### src/chdp_pkg.sv
package chdp_pkg;

  // bus widths and lane positions
  localparam int unsigned DATA_W   = 16;
  localparam int unsigned BYTE_W   = 8;
  localparam int unsigned ADDR_W   = 3;
  localparam int unsigned LO_LANE  = 0;
  localparam int unsigned HI_LANE  = 1;

  // register index of the sector data port in the command block
  localparam logic [ADDR_W-1:0] DATA_REG_ADDR = 3'h0;

  // reset values of registered pin drives, and the zero byte for unused lanes
  localparam logic [DATA_W-1:0] DATA_RST    = 16'h0000;
  localparam logic [BYTE_W-1:0] BYTE_ZERO   = 8'h00;
  localparam logic [1:0]        LANES_OFF_N = 2'h3;

  // card personality chosen by the controller
  typedef enum logic [1:0] {
    memory_card_mode,
    io_card_mode,
    disk_interface_mode
  } chdp_mode_e;

  // multiword dma handshake states
  typedef enum logic [1:0] {
    dma_idle,
    dma_req,
    dma_act
  } chdp_dma_e;

  // every host pin that enters the block (all asynchronous)
  typedef struct packed {
    logic              iord_n;   // i/o read strobe
    logic              iowr_n;   // i/o write strobe
    logic              oe_n;     // memory read strobe
    logic              we_n;     // memory write strobe
    logic              dmack_n;  // dma acknowledge
    logic [1:0]        sel_n;    // [0] ce1/cs0, [1] ce2/cs1
    logic [ADDR_W-1:0] addr;     // low address lines
    logic [DATA_W-1:0] data;     // data bus as seen at the pins
  } chdp_pins_s;

  localparam int unsigned PINS_W = $bits(chdp_pins_s);

  // which byte lanes a cycle uses
  typedef struct packed {
    logic lo_en;  // d[7:0] carries a byte
    logic hi_en;  // d[15:8] carries a byte
    logic swap;   // odd byte rides on d[7:0]
  } chdp_lane_s;

  // one finished host access, handed to the controller
  typedef struct packed {
    logic              wr;     // 1 write into card, 0 read by host
    logic              dma;    // part of a dma burst
    logic              alt;    // cs1 range in disk interface mode
    logic              even;   // even byte involved
    logic              odd;    // odd byte involved
    logic [ADDR_W-1:0] addr;   // register index
  } chdp_acc_s;

endpackage : chdp_pkg

### src/chdp_host_port.sv
`timescale 1ns/1ps
// Overview of operation
// - d00 is lsb of even byte, d08 lsb of odd byte, except a ce1-only odd byte in card modes, which rides on d[7:0].
// - disk interface mode command block accesses, except the data port, are bytes on d[7:0].
// - disk interface mode sector data moves as 16-bit words on d[15:0].
// - io card mode: input acknowledge only when selected and answering a claimed read.
// - memory card mode keeps input acknowledge inactive.
// - disk interface mode raises dma request when data is ready to move.
// - dma direction follows strobe: read strobe to host, write strobe into card.
// - dma request held until acknowledge, then dropped; raised again if more remains.
// - dma request pin undriven whenever this card is not selected.
// - read strobe gates data out; write data latched on strobe trailing edge.
module chdp_host_port (
  input  wire logic                        core_clk_in,     // 10 MHz core clock
  input  wire logic                        sys_rst_in,      // sync reset, active high
  input  wire chdp_pkg::chdp_mode_e        mode_in,         // card personality
  input  wire logic                        dev_selected_in, // this unit addressed (disk mode)
  input  wire chdp_pkg::chdp_pins_s        pins_in,         // raw host pins
  output logic [chdp_pkg::DATA_W-1:0]      data_out,        // data bus drive value
  output logic [1:0]                       data_oe_n_out,   // lane enables, low drives
  output logic                             inpack_n_out,    // input acknowledge, low active
  output logic                             dmarq_out,       // dma request level
  output logic                             dmarq_oe_n_out,  // dma request enable, low drives
  output logic [chdp_pkg::ADDR_W-1:0]      addr_out,        // filtered address for decode
  input  wire logic                        addr_claim_in,   // controller owns addr_out
  input  wire logic [chdp_pkg::DATA_W-1:0] rd_data_in,      // word for current read
  input  wire logic                        dma_want_in,     // more dma data pending
  output logic                             acc_valid_out,   // one-cycle access event
  output chdp_pkg::chdp_acc_s              acc_out,         // access description
  output logic [chdp_pkg::DATA_W-1:0]      wdata_out,       // write data, even byte low
  output logic                             dma_active_out   // dma burst acknowledged
);

  localparam int unsigned PW = chdp_pkg::PINS_W;
  localparam int unsigned BW = chdp_pkg::BYTE_W;

  // pin synchronisers: three stages, then a filter that moves only when 2 and 3 agree
  logic [PW-1:0] sync1_ff, sync2_ff, sync3_ff, filt_ff;
  logic [PW-1:0] nxt_filt;
  chdp_pkg::chdp_pins_s pin;

  always_comb begin
    nxt_filt = (sync2_ff & sync3_ff) | (filt_ff & (sync2_ff | sync3_ff));
    pin      = chdp_pkg::chdp_pins_s'(filt_ff);
  end

  // idle strobes are high, so the chain resets to all ones
  always_ff @(posedge core_clk_in) begin
    if (sys_rst_in) begin
      sync1_ff <= {PW{1'b1}};
      sync2_ff <= {PW{1'b1}};
      sync3_ff <= {PW{1'b1}};
      filt_ff  <= {PW{1'b1}};
    end else begin
      sync1_ff <= pins_in;
      sync2_ff <= sync1_ff;
      sync3_ff <= sync2_ff;
      filt_ff  <= nxt_filt;
    end
  end

  // lane use per mode; ce decode in card modes, word or byte by target in disk mode
  function automatic chdp_pkg::chdp_lane_s lane_map(
    input chdp_pkg::chdp_mode_e        mode,
    input logic [1:0]                  sel_n,
    input logic [chdp_pkg::ADDR_W-1:0] addr,
    input logic                        dma
  );
    chdp_pkg::chdp_lane_s l;
    l = '0;
    if (mode == chdp_pkg::disk_interface_mode) begin
      if (dma || (!sel_n[0] && addr == chdp_pkg::DATA_REG_ADDR)) begin
        l.lo_en = 1'b1;
        l.hi_en = 1'b1;
      end else begin
        l.lo_en = 1'b1;
      end
    end else begin
      case (sel_n)
        2'b00: begin
          l.lo_en = 1'b1;
          l.hi_en = 1'b1;
        end
        2'b10: begin
          l.lo_en = 1'b1;
          l.swap  = addr[0];
        end
        2'b01: begin
          l.hi_en = 1'b1;
        end
        default: begin
          l = '0;
        end
      endcase
    end
    return l;
  endfunction : lane_map

  // dma handshake state
  chdp_pkg::chdp_dma_e dma_st_ff, nxt_dma_st;
  logic                dmarq_ff, nxt_dmarq;
  logic                dmarq_oe_n_ff, nxt_dmarq_oe_n;
  logic                disk_mode;

  // acknowledge is looked at only once a request is out, so a floating pin is harmless
  always_comb begin
    disk_mode  = (mode_in == chdp_pkg::disk_interface_mode);
    nxt_dma_st = dma_st_ff;
    case (dma_st_ff)
      chdp_pkg::dma_idle: begin
        if (disk_mode && dma_want_in) begin
          nxt_dma_st = chdp_pkg::dma_req;
        end
      end
      chdp_pkg::dma_req: begin
        if (!pin.dmack_n) begin
          nxt_dma_st = chdp_pkg::dma_act;
        end
      end
      chdp_pkg::dma_act: begin
        if (pin.dmack_n) begin
          nxt_dma_st = dma_want_in ? chdp_pkg::dma_req : chdp_pkg::dma_idle;
        end
      end
      default: begin
        nxt_dma_st = chdp_pkg::dma_idle;
      end
    endcase
    if (!disk_mode) begin
      nxt_dma_st = chdp_pkg::dma_idle;
    end
    nxt_dmarq      = (nxt_dma_st == chdp_pkg::dma_req);
    nxt_dmarq_oe_n = !(disk_mode && dev_selected_in);
  end

  always_ff @(posedge core_clk_in) begin
    if (sys_rst_in) begin
      dma_st_ff     <= chdp_pkg::dma_idle;
      dmarq_ff      <= 1'b0;
      dmarq_oe_n_ff <= 1'b1;
    end else begin
      dma_st_ff     <= nxt_dma_st;
      dmarq_ff      <= nxt_dmarq;
      dmarq_oe_n_ff <= nxt_dmarq_oe_n;
    end
  end

  // strobe decode, selection and read drive
  logic                          rd_strb, wr_strb, ce_any, dma_xfer, selected, rd_on;
  chdp_pkg::chdp_lane_s          lane;
  chdp_pkg::chdp_acc_s           cur_acc;
  logic [chdp_pkg::DATA_W-1:0]   dout_ff, nxt_dout;
  logic [1:0]                    oe_n_ff, nxt_oe_n;
  logic                          inpack_n_ff, nxt_inpack_n;

  always_comb begin
    rd_strb  = (mode_in == chdp_pkg::memory_card_mode) ? !pin.oe_n : !pin.iord_n;
    wr_strb  = (mode_in == chdp_pkg::memory_card_mode) ? !pin.we_n : !pin.iowr_n;
    ce_any   = (pin.sel_n != 2'b11);
    dma_xfer = disk_mode && (dma_st_ff == chdp_pkg::dma_act) && !pin.dmack_n;
    case (mode_in)
      chdp_pkg::memory_card_mode:    selected = ce_any;
      chdp_pkg::io_card_mode:        selected = ce_any && addr_claim_in;
      chdp_pkg::disk_interface_mode: selected = dma_xfer || (ce_any && dev_selected_in);
      default:                       selected = 1'b0;
    endcase
    lane          = lane_map(mode_in, pin.sel_n, pin.addr, dma_xfer);
    rd_on         = rd_strb && selected;
    cur_acc.wr    = 1'b0;
    cur_acc.dma   = dma_xfer;
    cur_acc.alt   = disk_mode && !dma_xfer && !pin.sel_n[1];
    cur_acc.even  = lane.lo_en && !lane.swap;
    cur_acc.odd   = lane.hi_en || lane.swap;
    cur_acc.addr  = pin.addr;
    // lanes float outside a read aimed at us; lane enables follow the byte decode
    nxt_oe_n = rd_on ? ~{lane.hi_en, lane.lo_en} : chdp_pkg::LANES_OFF_N;
    nxt_dout = {lane.hi_en ? rd_data_in[2*BW-1:BW] : chdp_pkg::BYTE_ZERO,
                lane.swap  ? rd_data_in[2*BW-1:BW] : rd_data_in[BW-1:0]};
    // memory mode and disk mode never assert input acknowledge
    nxt_inpack_n = !((mode_in == chdp_pkg::io_card_mode) && rd_on);
  end

  always_ff @(posedge core_clk_in) begin
    if (sys_rst_in) begin
      dout_ff     <= chdp_pkg::DATA_RST;
      oe_n_ff     <= chdp_pkg::LANES_OFF_N;
      inpack_n_ff <= 1'b1;
    end else begin
      dout_ff     <= nxt_dout;
      oe_n_ff     <= nxt_oe_n;
      inpack_n_ff <= nxt_inpack_n;
    end
  end

  // access events: read on strobe start, write on trailing edge with the last held data
  logic                        rd_prev_ff, nxt_rd_prev;
  logic                        wr_prev_ff, nxt_wr_prev;
  logic                        wr_sel_ff, nxt_wr_sel;
  chdp_pkg::chdp_acc_s         hold_acc_ff, nxt_hold_acc;
  logic [chdp_pkg::DATA_W-1:0] hold_data_ff, nxt_hold_data;
  logic                        acc_valid_ff, nxt_acc_valid;
  chdp_pkg::chdp_acc_s         acc_ff, nxt_acc;
  logic [chdp_pkg::DATA_W-1:0] wdata_ff, nxt_wdata;

  // holding while the strobe is low means a late select drop cannot lose the write
  always_comb begin
    nxt_rd_prev   = rd_strb;
    nxt_wr_prev   = wr_strb;
    nxt_wr_sel    = wr_strb ? selected : 1'b0;
    nxt_hold_acc  = hold_acc_ff;
    nxt_hold_data = hold_data_ff;
    if (wr_strb) begin
      nxt_hold_acc    = cur_acc;
      nxt_hold_acc.wr = 1'b1;
      nxt_hold_data   = {lane.hi_en ? pin.data[2*BW-1:BW] :
                         (lane.swap ? pin.data[BW-1:0] : chdp_pkg::BYTE_ZERO),
                         (lane.lo_en && !lane.swap) ? pin.data[BW-1:0] : chdp_pkg::BYTE_ZERO};
    end
    nxt_acc_valid = 1'b0;
    nxt_acc       = acc_ff;
    nxt_wdata     = wdata_ff;
    if (rd_strb && !rd_prev_ff && selected) begin
      nxt_acc_valid = 1'b1;
      nxt_acc       = cur_acc;
    end else if (!wr_strb && wr_prev_ff && wr_sel_ff) begin
      nxt_acc_valid = 1'b1;
      nxt_acc       = hold_acc_ff;
      nxt_wdata     = hold_data_ff;
    end
  end

  always_ff @(posedge core_clk_in) begin
    if (sys_rst_in) begin
      rd_prev_ff   <= 1'b0;
      wr_prev_ff   <= 1'b0;
      wr_sel_ff    <= 1'b0;
      hold_acc_ff  <= '0;
      hold_data_ff <= chdp_pkg::DATA_RST;
      acc_valid_ff <= 1'b0;
      acc_ff       <= '0;
      wdata_ff     <= chdp_pkg::DATA_RST;
    end else begin
      rd_prev_ff   <= nxt_rd_prev;
      wr_prev_ff   <= nxt_wr_prev;
      wr_sel_ff    <= nxt_wr_sel;
      hold_acc_ff  <= nxt_hold_acc;
      hold_data_ff <= nxt_hold_data;
      acc_valid_ff <= nxt_acc_valid;
      acc_ff       <= nxt_acc;
      wdata_ff     <= nxt_wdata;
    end
  end

  // outputs straight from flops, except dma_active_out, decoded from the dma state flops
  assign data_out       = dout_ff;
  assign data_oe_n_out  = oe_n_ff;
  assign inpack_n_out   = inpack_n_ff;
  assign dmarq_out      = dmarq_ff;
  assign dmarq_oe_n_out = dmarq_oe_n_ff;
  assign addr_out       = pin.addr;
  assign acc_valid_out  = acc_valid_ff;
  assign acc_out        = acc_ff;
  assign wdata_out      = wdata_ff;
  assign dma_active_out = (dma_st_ff == chdp_pkg::dma_act);

endmodule : chdp_host_port

### config.mk
export PLATFORM = sky130hd
export DESIGN_NAME = chdp_host_port
export DESIGN_NICKNAME = d
export VERILOG_FILES = /design/src/chdp_pkg.sv /design/src/chdp_host_port.sv
export SDC_FILE = /design/constraint.sdc
export NUM_CORES = 1
export LEC_CHECK = 0
export BUFFER_PORTS_ARGS = -buffer_cell sky130_fd_sc_hd__buf_2
export CORE_UTILIZATION = 50
export DETAILED_ROUTE_END_ITERATION = 7
export GPL_TIMING_DRIVEN = 0
export PLACE_DENSITY = 0.72
export SETUP_SLACK_MARGIN = 0.2
export SYNTH_ARGS = -nofsm -noshare
export SYNTH_HDL_FRONTEND = slang
export SYNTH_SLANG_ARGS = --single-unit
### constraint.sdc
create_clock -name core_clk_in -period 4.6 [get_ports core_clk_in]
set_input_delay 0.23 -clock core_clk_in [delete_from_list [all_inputs] [get_ports core_clk_in]]
set_output_delay 0.23 -clock core_clk_in [all_outputs]
set_load 0.005 [all_outputs]
# Yosys cells after proc, flatten, opt, wreduce, memory -nomap -nowiden
# Index checks and enable logic that the tools add are counted.
[classes]
n_eq_ne = 8
n_mux = 23
bitwise_logic = 9
reduce_logical = 44
[op_table]
columns = ["cell", "count"]
rows = [
  ["AND 26 bit", 2],
  ["bitwise OR 26 bit", 2],
  ["two-way mux 8 bit", 4],
  ["logical AND 1 bit", 16],
  ["two-way mux 7 bit", 2],
  ["zero test 1 bit", 13],
  ["OR reduction 2 bit", 6],
  ["two-way mux 1 bit", 10],
  ["two-way mux 2 bit", 5],
  ["== test 2 x 1 -> 1 bit (second input constant)", 4],
  ["== test 2 bit (second input constant)", 3],
  ["zero test 2 bit", 3],
  ["one-hot mux 2 bit (3 select lines)", 1],
  ["inverter 1 bit", 4],
  ["zero test 3 bit", 1],
  ["logical OR 1 bit", 3],
  ["one-hot mux 1 bit (3 select lines)", 1],
  ["!= test 2 bit (second input constant)", 1],
  ["inverter 2 bit", 1],
  ["AND reduction 2 bit", 1],
  ["nonzero test 2 bit", 1],
]
[totals]
reg_bits = 179
inputBits = 49
out_inout_bits = 50

# Depth between registers and ports, before layout
[logic_depth]
ltp_word = 8
depth_mapped = 7
mapped_depth_nobuf = 5

# Worst setup path after synthesis
# No wires, ideal clock.
[synth_path]
path_kind = "register -> register"
from = "register filt_ff[22]"
to = "register acc_ff (netlist bit acc_out[1])"
setup_time_ns = 0.128
t_arrival_ns = 1.557
required_time_ns = 4.472
path_slack_ns = 2.915
stages_incl_launch_ff = 6
path_buffers = 0
synth_period_minus_slack_ns = 1.685
path_cell_list = "dfxtp_1 or3b_4 a21oi_2 mux2_2 mux2i_1 nor2_1"
[synth_between]
elab_chain_cells = 6
[synth_rtl]
columns = ["item", "line_no", "rtl"]
rows = [
  ["start: declaration", "chdp_host_port.sv:38", "logic [PW-1:0] sync1_ff, sync2_ff, sync3_ff, filt_ff;"],
  ["start signal: assignment", "chdp_host_port.sv:53", "filt_ff <= {PW{1'b1}};"],
  ["start signal: assignment", "chdp_host_port.sv:58", "filt_ff <= nxt_filt;"],
  ["zero test 1 bit", "chdp_host_port.sv:158", "wr_strb = (mode_in == chdp_pkg::memory_card_mode) ? !pin.we_n : !pin.iowr_n;"],
  ["two-way mux 1 bit", "chdp_host_port.sv:158", ""],
  ["zero test 1 bit", "chdp_host_port.sv:225", "end else if (!wr_strb && wr_prev_ff && wr_sel_ff) begin"],
  ["logical AND 1 bit (2 in series)", "chdp_host_port.sv:225", ""],
  ["nonzero test 2 bit (no source line)", "--", ""],
  ["end signal: assignment", "chdp_host_port.sv:249", "acc_ff <= nxt_acc;"],
  ["end: declaration", "chdp_host_port.sv:202", "chdp_pkg::chdp_acc_s acc_ff, nxt_acc;"],
]
# No other way between the ends.
# A chain may end at the register's enable or synchronous reset.

# Final worst setup path
# Same ends and word-level chain as after synthesis.

==> results.sh <==
export IMPL_ir_drop_uv=244
export IMPL_crit_path_start_kind="flop"
export IMPL_p_per_area_nw_per_um2=421
export IMPL_die_h_microns=112
export IMPL_post_route_util_pct=65.1
export IMPL_finalWirelength_mm=11.6
export IMPL_ys_warn_count=0
export IMPL_r2r_end="acc_out[1]"
export IMPL_cp_required_ns=4.88
export IMPL_clk_path_buf_depth=2
export IMPL_area_delta_synth_final_pct=25.3
export IMPL_synth_compound_area_share_pct=11.7
export IMPL_hp_start="rd_data_in[10]"
export IMPL_synth_area_leaders="dfxtp_1 60%, or2_2 8.1%, a21oi_1 3.8%, nand2b_1 3.7%, nor2_1 3.7%"
export IMPL_muxShareOfSynthArea_pct=3.52
export IMPL_synth_top_area_share_pct=59.6
export IMPL_synth_top_family_by_area="simple AND/OR/NAND/NOR gates"
export IMPL_root_buffer="clkbuf_16"
export IMPL_min_to="data_out[10]"
export IMPL_drtPass1Iterations=8
export IMPL_wl_per_cell_microns=13.1
export IMPL_place_ws_ns=2.65
export IMPL_core_area_sq_um=11600
export IMPL_yosys_area_share_adder_pct=0
export IMPL_grt_pass1_wl_mm=19.6
export IMPL_top_level_ports=99
export IMPL_synth_most_common_cell="dfxtp_1"
export IMPL_num_antenna_cells=0
export IMPL_syn_avg_cell_area_sq_um=10.2
export IMPL_yosysTopAreaCell="dfxtp_1"
export IMPL_finalCritPeriodShare_pct=41.9
export IMPL_synthFlopType="dfxtp_1"
export IMPL_rows=39
export IMPL_cts_sinks=179
export IMPL_cts_resized=0
export IMPL_cp_arrival_ns=2.21
export IMPL_synth_cells=590
export IMPL_ys_types=40
export IMPL_fp_dieW_microns=112
export IMPL_syn_nets=639
export IMPL_yosysSeqAreaShare_pct=59.6
export IMPL_finalClockSkew_ns=0.0168
export IMPL_ys_seq_elements=179
export IMPL_rr_worst_depth=5
export IMPL_cap_violations=0
export IMPL_relSlewSlack_pct=45.9
export IMPL_drv_slew=0
export IMPL_antenna_left=0
export IMPL_fin_nets=782
export IMPL_n_fill_cell=934
export IMPL_fmax_ghz=0.518
export IMPL_p_leak_nw=3.08
export IMPL_syn_area_sq_um=6010
export IMPL_yosys_top_cells_count="179 x dfxtp_1, 78 x or2_2, 59 x nor2_1"
export IMPL_r2r_start="filt_ff[22]"
export IMPL_cts_tree="done"
export IMPL_endpoint_kind="flop"
export IMPL_violations="design-rule violations"
export IMPL_clkSlewWorstSetupHoldPaths_ns=0.07
export IMPL_cts_max_level=4
export IMPL_drc=12
export IMPL_path_class="reg2reg"
export IMPL_start_util_pct=52.0
export IMPL_cts_buffers=17
export IMPL_cts_hold_buf=27
export IMPL_hold_ws_ns=0.0330
export IMPL_tns_ns=0
export IMPL_drt_iter0_drc=219
export IMPL_cts_setup_buffers=0
export IMPL_gr_total_overflow=0
export IMPL_clkLatencyLatePin_ns=0.42
export IMPL_gr_usage_all_layers_pct=19.8
export IMPL_worstHoldPathType="in2reg"
export IMPL_finalSetupViolCount=0
export IMPL_r2r_setup_slack_ns=2.67
export IMPL_hpwl_mm=8.33
export IMPL_synth_async_sr_flop_share_pct=0
export IMPL_drive_gt1_share_pct=29.9
export IMPL_rsz0062_at_grt="false"
export IMPL_period_minus_slack_ns=1.93
export IMPL_antenna_found_initial=0
export IMPL_vias=4384
export IMPL_numPortBuffers=97
export IMPL_vias_per_cell=4.93
export IMPL_synthXorXnorAreaFrac_pct=0.146
export IMPL_path_max_fanout=9
export IMPL_synth_edf_count=0
export IMPL_fin_ws_ns=2.67
export IMPL_status="finished, violations left"
export IMPL_grt_max_degree=17
export IMPL_yosys_area_share_simple_pct=22.2
export IMPL_worst_pin_slew_ns=0.805
export IMPL_holdPathStages=2
export IMPL_dieArea_sq_um=12500
export IMPL_hold_viol=0
export IMPL_place_gp_congestion=0.804
export IMPL_grt_pass1_vias=4255
-- area by class of cell --
type,instances,area (sq um),area share [%]
well taps,143,179,2.38
multi-input cells,376,2260,30.0
inverters,3,11.3,0.150
clock inverters,11,128,1.69
clock buffers,21,460,6.11
repair buffers,124,756,10.0
flip-flops and latches,179,3580,47.6
plain buffers,32,155,2.06
-- metrics by stage --
step	total power, mW	cell area (sq um)	cells
final	3.17	7530	889
after global routing	3.29	7530	889
after CTS	3.19	7530	889
after detailed placement	1.78	6670	830
after global placement	1.78	6670	830
after floorplan	1.73	6010	590
-- kinds of logic (layout without fill, tap and decap cells) --
family | Yosys count | in the layout
AND/OR/NAND/NOR | 250 | 250
flip-flops | 179 | 179
AO/OA/AOI/OAI | 104 | 104
buffers and inverters | 35 | 191
multiplexers | 21 | 21
XOR/XNOR | 1 | 1
-- routing by layer --
metal | track usage (%) | part of all wire [%] | vias to the layer above
met5 | 0 | 0 | -
met2 | 33.6 | 48 | 132
li1 | - | - | 2244
met3 | 5.01 | 4.7 | 19
met1 | 23.9 | 46 | 1989
met4 | 8.38 | 1.7 | 0
-- worst max path at each step --
stage	from	to	slack [ns]	cells past startpoint
global placement	mode_in[1]	acc_out[1]	2.66	6
detailed placement	mode_in[1]	acc_out[1]	2.65	6
finish	filt_ff[22]	acc_out[1]	2.67	5
CTS	filt_ff[22]	acc_out[1]	2.68	5
floorplan	filt_ff[22]	acc_out[1]	2.92	5
global route	dma_st_ff[0]	hold_data_ff[10]	2.45	5
-- sequential cells by signal (all words and copies together), names as in the netlist --
| register | cells |
|---|---|
| dmarq_out | 1 |
| hold_data_ff | 16 |
| inpack_n_out | 1 |
| hold_acc_ff | 8 |
| dma_st_ff | 2 |
| sync2_ff | 26 |
| acc_out | 8 |
| rd_prev_ff | 1 |
| wdata_out | 16 |
| filt_ff | 26 |
| sync1_ff | 26 |
| wr_prev_ff | 1 |
| wr_sel_ff | 1 |
| acc_valid_out | 1 |
| sync3_ff | 26 |
| dmarq_oe_n_out | 1 |
| data_oe_n_out | 2 |
| data_out | 16 |
-- critical path: stages, from the launching register on --
cell and delay [ns]:
dfxtp_1 0.36, or3b_4 0.41, a21oi_2 0.45, mux2_2 0.39, mux2i_1 0.12, nor2_1 0.05
-- power by group --
part           switching [mW]  internal (mW)  total [mW]  leakage, nW
sequential             0.0201           1.60        1.62         1.47
clock                   0.572          0.832        1.40        0.291
combinational          0.0700         0.0801       0.150         1.33
total                   0.662           2.51        3.17         3.08
-- layout by cell type (no fill, tap or decap), types with 20 or more instances in the layout --
cell type,Yosys,final
dfxtp_1,179,179
buf_2,1,98
or2_2,78,78
nor2_1,59,59
a21oi_1,46,46
nand2_1,38,38
nand2b_1,36,36
dlygate4sd3_1,0,27
o21bai_1,26,26
clkbuf_1,23,25
mux2i_1,20,20
(Power assumes the default switching activity.)
